File: src/analog_diag_defines.svh
`ifndef ANALOG_DIAG_DEFINES_SVH
`define ANALOG_DIAG_DEFINES_SVH

// Record set numbers
`define REC_SET_SHORT     8'h00
`define REC_SET_FULL      8'h01

// Record lengths in bytes
`define REC_LEN_SHORT     5'h04
`define REC_LEN_FULL      5'h10

// Byte offsets inside the record
`define OFS_GENERAL       5'h00
`define OFS_MODULE_INFO   5'h01
`define OFS_RESERVED      5'h02
`define OFS_COMM          5'h03
`define OFS_CHANNEL_TYPE  5'h04
`define OFS_DIAG_BITS     5'h05
`define OFS_CHANNEL_COUNT 5'h06
`define OFS_SUMMARY       5'h07
`define OFS_DETAIL0       5'h08

// Field values
`define MOD_CLASS_ANALOG  4'h5
`define MODULE_INFO_VAL   8'h15
`define DIAG_BITS_VAL     8'h08
`define CHANNEL_COUNT_VAL 8'h08
`define CHANNEL_TYPE_VAL  8'h71

// Reset values
`define GENERAL_RST       8'h00
`define COMM_RST          8'h00
`define SUMMARY_RST       8'h00
`define DETAIL_RST        8'h00

`endif

File: src/analog_diag_pkg.sv
`default_nettype none

package analog_diag_pkg;

  typedef enum logic [6:0] {
    CH_DIGITAL_IN  = 7'h70,
    CH_ANALOG_IN   = 7'h71,
    CH_DIGITAL_OUT = 7'h72,
    CH_ANALOG_OUT  = 7'h73,
    CH_ANALOG_IO   = 7'h74,
    CH_COUNTER     = 7'h76
  } chan_type_e;

  typedef struct packed {
    logic       param_err;
    logic [1:0] rsvd;
    logic       aux_missing;
    logic       chan_err;
    logic       ext_err;
    logic       int_err;
    logic       failed;
  } general_diag_s;

  typedef struct packed {
    logic [2:0] rsvd;
    logic       chan_info;
    logic [3:0] mod_class;
  } module_info_s;

  typedef struct packed {
    logic [2:0] rsvd_hi;
    logic       comm_err;
    logic [3:0] rsvd_lo;
  } comm_diag_s;

  typedef struct packed {
    logic       over;
    logic       under;
    logic [4:0] rsvd;
    logic       param_err;
  } chan_detail_s;

endpackage : analog_diag_pkg

`default_nettype wire

File: src/analog_input_diagnostic_record.sv
// What this block does
// RULE_01: Bit 0 of the general byte shows module failure.
// RULE_02: Bits 1 and 2 show internal and external error independently.
// RULE_03: Bit 3 of the general byte shows a channel error.
// RULE_04: Bit 4 shows a missing external auxiliary supply.
// RULE_05: Bit 7 of the general byte shows a parameterization error.
// RULE_06: Module information bits 3..0 hold class 0101b, analog.
// RULE_07: Module information bit 4 flags channel data present; 7..5 reserved.
// RULE_08: Bit 4 of the comm byte shows internal communication error.
// RULE_09: Channel type byte holds 71h, analog input; bit 7 reserved.
// RULE_10: Diagnostic bits per channel reads as constant 08h.
// RULE_11: Channel count reads as constant 08h.
// RULE_12: Summary bit n is set while channel n has an error.
// RULE_13: Detail bit 0 shows a channel parameter error; 5..1 reserved.
// RULE_14: Detail bit 6 shows a measured value below range.
// RULE_15: Detail bit 7 shows a measured value above range.
// RULE_16: No interrupt; errors light the channel lamp and enter the record.
// RULE_17: Set 01h reads the full record, set 00h the first four bytes.
// RULE_18: Every reserved bit reads as zero.
// RULE_19: General channel error is the OR of the summary bits.
`timescale 1ns/1ps
`default_nettype none
`include "analog_diag_defines.svh"

module analog_input_diagnostic_record
  import analog_diag_pkg::*;
#(
  parameter int                          VALUE_W     = 16,
  parameter logic signed [VALUE_W-1:0]   OVER_LIMIT  = 16'sh7EFF,
  parameter logic signed [VALUE_W-1:0]   UNDER_LIMIT = 16'sh8100
) (
  input  wire logic                 SYS_CLK_I,
  input  wire logic                 RST_B_I,
  input  wire logic                 MOD_FAIL_I,
  input  wire logic                 INT_ERR_I,
  input  wire logic                 EXT_ERR_I,
  input  wire logic                 AUX_MISSING_I,
  input  wire logic                 PARAM_ERR_I,
  input  wire logic                 COMM_ERR_I,
  input  wire logic [7:0]           CH_PARAM_ERR_I,
  input  wire logic [8*VALUE_W-1:0] CH_VALUE_I,
  input  wire logic                 RD_REQ_I,
  input  wire logic [7:0]           RECORD_SET_NUMBER_I,
  input  wire logic [4:0]           RD_INDEX_I,
  output var  logic                 RD_VALID_O,
  output var  logic [7:0]           RD_DATA_O,
  output var  logic                 RD_ERROR_O,
  output var  logic [7:0]           CH_LED_O
);

  localparam int NUM_CH = 8;

  // Stored record
  general_diag_s general_diagnostic;
  comm_diag_s    internal_comm_diagnostic;
  logic [7:0]    channel_error_summary;
  chan_detail_s  channel_error_detail [NUM_CH];

  // Live inputs
  logic          aux_sync;
  logic [7:0]    ch_under;
  logic [7:0]    ch_over;
  chan_detail_s  next_detail [NUM_CH];
  logic [7:0]    next_summary;
  general_diag_s next_general;
  comm_diag_s    next_comm;

  // Supply monitor is a board pin, not logic on this clock
  pin_sync #(
    .W (1)
  ) u_aux_sync (
    .clk_i   (SYS_CLK_I),
    .rst_b_i (RST_B_I),
    .d_i     (AUX_MISSING_I),
    .q_o     (aux_sync)
  );

  genvar g;
  generate
    for (g = 0; g < NUM_CH; g++) begin : g_chan
      range_monitor #(
        .VALUE_W     (VALUE_W),
        .OVER_LIMIT  (OVER_LIMIT),
        .UNDER_LIMIT (UNDER_LIMIT)
      ) u_range (
        .clk_i   (SYS_CLK_I),
        .rst_b_i (RST_B_I),
        .value_i (CH_VALUE_I[g*VALUE_W +: VALUE_W]),
        .under_o (ch_under[g]),
        .over_o  (ch_over[g])
      );

      assign next_detail[g] = '{
        over      : ch_over[g],         // RULE_15
        under     : ch_under[g],        // RULE_14
        rsvd      : 5'h00,              // RULE_18
        param_err : CH_PARAM_ERR_I[g]   // RULE_13
      };
      assign next_summary[g] = |next_detail[g]; // RULE_12

      always_ff @(posedge SYS_CLK_I or negedge RST_B_I) begin
        if (!RST_B_I) begin
          channel_error_detail[g] <= `DETAIL_RST;
        end else begin
          channel_error_detail[g] <= next_detail[g];
        end
      end

    end
  endgenerate

  assign next_general = '{
    param_err   : PARAM_ERR_I,    // RULE_05
    rsvd        : 2'b00,          // RULE_18
    aux_missing : aux_sync,       // RULE_04
    chan_err    : |next_summary,  // RULE_03 RULE_19
    ext_err     : EXT_ERR_I,      // RULE_02
    int_err     : INT_ERR_I,      // RULE_02
    failed      : MOD_FAIL_I      // RULE_01
  };

  assign next_comm = '{
    rsvd_hi  : 3'b000,
    comm_err : COMM_ERR_I,        // RULE_08
    rsvd_lo  : 4'h0
  };

  // Status is live; there is no latching, so a cleared cause clears its bit
  always_ff @(posedge SYS_CLK_I or negedge RST_B_I) begin
    if (!RST_B_I) begin
      general_diagnostic       <= `GENERAL_RST;
      internal_comm_diagnostic <= `COMM_RST;
      channel_error_summary    <= `SUMMARY_RST;
      CH_LED_O                 <= 8'h00;
    end else begin
      general_diagnostic       <= next_general;
      internal_comm_diagnostic <= next_comm;
      channel_error_summary    <= next_summary;
      CH_LED_O                 <= next_summary; // RULE_16
    end
  end

  // Record image, byte by byte
  module_info_s module_information;
  logic [7:0]   record_byte [16];

  assign module_information = '{
    rsvd      : 3'b000,             // RULE_18
    chan_info : 1'b1,               // RULE_07
    mod_class : `MOD_CLASS_ANALOG   // RULE_06
  };

  assign record_byte[0]  = general_diagnostic;
  assign record_byte[1]  = module_information;
  assign record_byte[2]  = 8'h00;                       // RULE_18
  assign record_byte[3]  = internal_comm_diagnostic;
  assign record_byte[4]  = {1'b0, CH_ANALOG_IN};         // RULE_09
  assign record_byte[5]  = `DIAG_BITS_VAL;               // RULE_10
  assign record_byte[6]  = `CHANNEL_COUNT_VAL;           // RULE_11
  assign record_byte[7]  = channel_error_summary;

  generate
    for (g = 0; g < NUM_CH; g++) begin : g_rec
      assign record_byte[8+g] = channel_error_detail[g];
    end
  endgenerate

  // Set 00h is a short view of the same bytes
  wire logic set_full  = RECORD_SET_NUMBER_I == `REC_SET_FULL;
  wire logic set_short = RECORD_SET_NUMBER_I == `REC_SET_SHORT;
  wire logic in_full   = RD_INDEX_I < `REC_LEN_FULL;
  wire logic in_short  = RD_INDEX_I < `REC_LEN_SHORT;
  wire logic req_ok    = RD_REQ_I &&
                         ((set_full && in_full) ||
                          (set_short && in_short)); // RULE_17
  wire logic [7:0] sel_byte = record_byte[RD_INDEX_I[3:0]];

  always_ff @(posedge SYS_CLK_I or negedge RST_B_I) begin
    if (!RST_B_I) begin
      RD_VALID_O <= 1'b0;
      RD_DATA_O  <= 8'h00;
      RD_ERROR_O <= 1'b0;
    end else begin
      RD_VALID_O <= RD_REQ_I;
      RD_DATA_O  <= req_ok ? sel_byte : 8'h00; // RULE_17
      RD_ERROR_O <= RD_REQ_I && !req_ok;
    end
  end
endmodule : analog_input_diagnostic_record

`default_nettype wire

File: src/pin_sync.sv
`timescale 1ns/1ps
`default_nettype none

module pin_sync #(
  parameter int W = 1
) (
  input  wire logic         clk_i,
  input  wire logic         rst_b_i,
  input  wire logic [W-1:0] d_i,
  output var  logic [W-1:0] q_o
);

  logic [W-1:0] stage1;

  always_ff @(posedge clk_i or negedge rst_b_i) begin
    if (!rst_b_i) begin
      stage1 <= '0;
      q_o    <= '0;
    end else begin
      stage1 <= d_i;
      q_o    <= stage1;
    end
  end

endmodule : pin_sync

`default_nettype wire

File: src/range_monitor.sv
`timescale 1ns/1ps
`default_nettype none

module range_monitor #(
  parameter int                     VALUE_W     = 16,
  parameter logic signed [VALUE_W-1:0] OVER_LIMIT  = 16'sh7EFF,
  parameter logic signed [VALUE_W-1:0] UNDER_LIMIT = 16'sh8100
) (
  input  wire logic                      clk_i,
  input  wire logic                      rst_b_i,
  input  wire logic signed [VALUE_W-1:0] value_i,
  output var  logic                      under_o,
  output var  logic                      over_o
);

  // Values beyond the overrange band count as out of range
  wire logic next_under = value_i < UNDER_LIMIT;
  wire logic next_over  = value_i > OVER_LIMIT;

  always_ff @(posedge clk_i or negedge rst_b_i) begin
    if (!rst_b_i) begin
      under_o <= 1'b0;
      over_o  <= 1'b0;
    end else begin
      under_o <= next_under;
      over_o  <= next_over;
    end
  end

endmodule : range_monitor

`default_nettype wire
File: config.mk
export PLATFORM = sky130hd
export DESIGN_NAME = analog_input_diagnostic_record
export DESIGN_NICKNAME = d
export VERILOG_FILES = /design/src/analog_diag_pkg.sv /design/src/analog_input_diagnostic_record.sv /design/src/pin_sync.sv /design/src/range_monitor.sv
export VERILOG_INCLUDE_DIRS = /design/src
export SDC_FILE = /design/constraint.sdc
export NUM_CORES = 1
export LEC_CHECK = 0
export CAP_MARGIN = 0
export CORE_MARGIN = 3
export CORE_UTILIZATION = 35
export CTS_CLUSTER_SIZE = 16
export DETAILED_ROUTE_END_ITERATION = 6
export DONT_BUFFER_PORTS = 1
export SKIP_CTS_REPAIR_TIMING = 1
export SLEW_MARGIN = 20
export SYNTH_ARGS = -nofsm -noshare
export SYNTH_HDL_FRONTEND = slang
export SYNTH_SLANG_ARGS = --single-unit
File: constraint.sdc
create_clock -name SYS_CLK_I -period 1.6 [get_ports SYS_CLK_I]
set_input_delay 0.16 -clock SYS_CLK_I [delete_from_list [all_inputs] [get_ports SYS_CLK_I]]
set_output_delay 0.16 -clock SYS_CLK_I [all_outputs]
set_load 0.02 [all_outputs]
Yosys cells after proc, flatten, opt, wreduce, memory -nomap -nowiden
Cells that the tools add are included.
{"block": "word_totals", "register_bits": 67, "out_inout_bits": 18, "wordCells": 94}
{"block": "classes", "magnitude_cmp": 19, "eq_ne": 1, "n_mux": 4, "n_bitwise": 1, "reduce_logical": 16}
{"op": "$gt A16 B16 Y1 const B", "n": 8}
{"op": "$lt A16 B16 Y1 const B", "n": 8}
{"op": "$bmux W8 S4", "n": 1}
{"op": "$mux W8", "n": 3}
{"op": "$reduce_or A24 Y1", "n": 1}
{"op": "$reduce_or A3 Y1", "n": 8}
{"op": "$eq A8 B1 Y1 const B", "n": 1}
{"op": "$logic_not A8 Y1", "n": 1}
{"op": "$ge A5 B5 Y1 const B", "n": 1}
{"op": "$lt A5 B3 Y1 const B", "n": 1}
{"op": "$lt A5 B5 Y1 const B", "n": 1}
{"op": "$not A4 Y5", "n": 1}
{"op": "$logic_and A1 B1 Y1", "n": 4}
{"op": "$logic_not A1 Y1", "n": 1}
{"op": "$logic_or A1 B1 Y1", "n": 1}

Logic depth before layout (Yosys ltp)
{"block": "logic_depth", "word_depth": 6, "depth_mapped": 7, "depth_no_buf": 4}

Cells and area by module
Synthesis repeated with hierarchy kept, for this count alone.
{"block": "hier_totals", "cells_unflattened": 200, "area_unflattened_um2": 2591.2}
{"module": "analog_input_diagnostic_record", "instances": 1, "cells_each": 134, "area_per_inst_um2": 1830.5}
{"module": "range_monitor", "instances": 8, "cells_each": 8, "area_per_inst_um2": 88.8}
{"module": "pin_sync", "instances": 1, "cells_each": 2, "area_per_inst_um2": 50.0}

Least setup slack after synthesis
No wires, ideal clock.
{"block": "synth_timing", "kind": "in2reg", "start": "in RECORD_SET_NUMBER_I[5]", "end": "reg RD_DATA_O[7]", "arrival_time_ns": 1.098, "required_ns": 1.506, "slack_ns": 0.408, "stages": 4, "path_cell_list": "or4_4 nor2_4 nand3_2 a221oi_2"}
{"block": "synth_between", "elab_chain_cells": 5, "elab_cells_between_ends": 7, "cone_classes": "1 x eq/ne; 1 x mux; 5 x reduce/logical"}
{"element": "start: declaration", "line": "analog_input_diagnostic_record.sv:43", "text": "input wire logic [7:0] RECORD_SET_NUMBER_I,"}
{"element": "$eq A8 B1 Y1 (no source line) / $logic_not A8 Y1 (equally long branches)"}
{"element": "$logic_and A1 B1 Y1 (on tied branches)", "line": "analog_input_diagnostic_record.sv:174, analog_input_diagnostic_record.sv:175"}
{"element": "$logic_or A1 B1 Y1 *", "line": "analog_input_diagnostic_record.sv:174", "text": "((set_full && in_full) ||"}
{"element": "$logic_and A1 B1 Y1 *", "line": "analog_input_diagnostic_record.sv:173", "text": "wire logic req_ok = RD_REQ_I &&"}
{"element": "$mux W8 *", "line": "analog_input_diagnostic_record.sv:185", "text": "RD_DATA_O <= req_ok ? sel_byte : 8'h00;"}
{"element": "end signal: assignment", "line": "analog_input_diagnostic_record.sv:185"}
{"element": "end: declaration", "line": "analog_input_diagnostic_record.sv:46", "text": "output var logic [7:0] RD_DATA_O,"}
Every way passes the cells marked *; elsewhere a longest branch is shown, timed or not.

==> metrics.md <==
| Metric | Value |
|---|---|
| Vias post-DR | 1804 |
| Largest net degree at the start of global routing | 68 |
| WL final | 5.843 mm |
| Total CTS buffers | 9 |
| Max-cap viol count | 0 |
| Wire length on met3 | 501 um |
| Post-synthesis area per instance | 13.14 um2 |
| RSZ-0062 raised after global routing | false |
| Seq/Total Area, Yosys | 65.75% |
| Cell taking the most area after synthesis | dfrtp_1 |
| Syn Inst Count | 194 |
| Failing checks | hold timing |
| DRC | 0 |
| CTS clk-pin slew, worst paths | 70 ps |
| Crit Path Class | in -> reg |
| Mapped cell area | 2550 um2 |
| Core Region | 6944 um2 |
| Slew HR | 75.50% |
| Global-route wire length before repair | 7.852 mm |
| Nets | 406 |
| Met1 WL | 2.352 mm |
| Hpwl dp | 3.619 mm |
| Skew final | 5.236 ps |
| Crit path from | CH_PARAM_ERR_I[4] |
| Root Buffer | clkbuf_8 |
| # diodes | 0 |
| Die Wd | 91.36 um |
| Initial Utilization | 36.72% |
| Fin. max-slew vios | 0 |
| Startpoint Class | input pin |
| Hold/Removal Path Class | in -> async |
| GP Congestion | 0.7456 |
| Critical path peak fanout | 2 |
| Area Overhead vs Synth | 30.27% |
| Die area | 8346 um2 |
| Period utilisation layout | 86.98% |
| Pre-CTS setup slack | 240.8 ps |
| Vias in the first global route | 1603 |
| P per Cell Area | 991.1 nW/um2 |
| Input/output buffers | 0 |
| # setup viols final | 0 |
| Static Leak | 1.383 nW |
| CTS tree | done |
| Num Clock Sinks | 67 |
| Critical Path End Type | flop |
| First-pass iteration count of the detailed router | 4 |
| Synth Warn # | 0 |
| Layout cell share with drive strength beyond 1 | 9.486% |
| Status | finished with violations |
| Fin crit period | 1392 ps |
| DIE HEIGHT | 91.36 um |
| Fmax | 718.6 MHz |
| FF-to-FF End | general_diagnostic[3] |
| R2r worst-path depth | 3 |
| Gr ovfl total | 0 |
| GR Util All Layers | 12.54% |
| Synth Flop Type | dfrtp_1 |
| Reg2reg start | g_chan[4].u_range.over_o |
| Fin. Hold Viols | 68 |
| Routed Antenna Nets | 0 |
| Max clock buf depth | 2 |
| Number of synthesized register bits | 67 |
| Worst Path Arrival | 1600 ps |
| FF-to-FF setup slack | 250 ps |
| Placement Rows | 30 |
| Top post-synthesis cells by area | dfrtp_1, mux4_2, nor2_1 |
| Yosys cell types | 33 |
| Worst setup margin | 208.4 ps |
| Syn_nets | 352 |
| Most instantiated library cell after synthesis | dfrtp_1 |
| WHS | -484.6 ps |
| Synth top area share | 65.75% |
| Fraction of registers with async set/reset | 100.0% |
| Clock Latency Late Sink | 330 ps |
| Required time of the critical path | 1810 ps |
| EDFF count, synth | 0 |
| Met2 routed wirelength | 2.896 mm |
| Worst Tran Pin Value | 364.8 ps |
| Initial drt markers | 43 |
| Via density | 5.169 |
| Initial antenna violation count | 0 |
| Final Util | 47.84% |
| H-tree depth | 3 |
| VDD IR max | 0.3127 mV |
| Top sig layer | met4 |
| # IOs | 176 |
| Avg WL per Cell | 16.74 um |
| DP Area | 2634 um2 |
| Most instantiated cells after synthesis | dfrtp_1, nor2_1, nor4_1 |
| Setup_tns | 0 ps |
| Design area | 3322 um2 |
==> cells in the final DEF, fill, tap and decap left out, types with 2 or more instances in the layout <==
cell type	netlist	final
a211oi_1	2	2
a21oi_1	5	5
and4b_1	8	8
clkbuf_1	0	4
clkbuf_8	0	10
dfrtp_1	67	67
dlygate4sd3_1	0	50
inv_1	2	2
mux2i_1	4	4
mux4_2	4	4
nand2_1	5	5
nand3_1	5	5
nand3_2	2	2
nand4_1	9	9
nand4b_1	8	8
nor2_1	24	24
nor3_1	3	3
nor4_1	10	10
o21ai_0	6	6
o221ai_1	2	2
or3_1	8	8
or4_4	2	2
==> routing by layer <==
layer	track usage, %	up-vias
met5	0	-
met1	15.31	866
li1	-	834
met4	5.276	0
met3	5.882	9
met2	19.07	95
==> cell type report <==
class	instances	area, um2
Fill cell	621	3622
Sequential cell	67	1677
Multi-Input combinational cell	118	829.5
Timing Repair Buffer	50	500.5
Clock buffer	14	152.6
Tap cell	96	120.1
Clock inverter	2	35.03
Inverter	2	7.507
==> critical path: stages <==
cell           delay [ps]
dlygate4sd3_1         570
or3_1                 420
nor4_1                370
nand2_1                90
==> how the worst max path moves through the flow <==
stage / end / slack, ps / cells past startpoint
4_1_cts: general_diagnostic[3] / 230 / 3
5_1_grt: general_diagnostic[3] / 160 / 4
3_5_place_dp: general_diagnostic[3] / 240 / 3
2_1_floorplan: RD_DATA_O[7] / 410 / 4
6_report: general_diagnostic[3] / 210 / 4
3_3_place_gp: general_diagnostic[3] / 250 / 3
==> where the power goes <==
part / total (mW) / switching [mW] / internal [mW]
registers: 1.76 / 0.0341 / 1.73
logic: 0.186 / 0.0616 / 0.124
clock network: 1.34 / 0.579 / 0.763
==> cell families (layout without fill, tap and decap cells) <==
family	Yosys count	in the layout	share of synthesized area (%)
AO/OA/AOI/OAI	22	22	5.986
buffers and inverters	9	68	1.717
flip-flops	67	67	65.75
multiplexers	9	9	5.545
AND/OR/NAND/NOR	87	87	21.00
==> stage by stage <==
step                      total power [mW]  cells
after detailed placement             1.891    283
after global placement               1.887    283
after floorplan                      1.893    194
final                                3.292    349
after global routing                 3.444    349
after CTS                            3.243    299
==> state kept, by name (all words and copies together), names as in the netlist, 6 cells and up <==
| register | count |
|---|---|
| g_chan.u_range.under_o | 8 |
| g_chan.u_range.over_o | 8 |
| channel_error_summary | 8 |
| RD_DATA_O | 8 |
| general_diagnostic | 6 |
| channel_error_detail | 24 |
No activity file was read; power rests on OpenSTA's default activity.
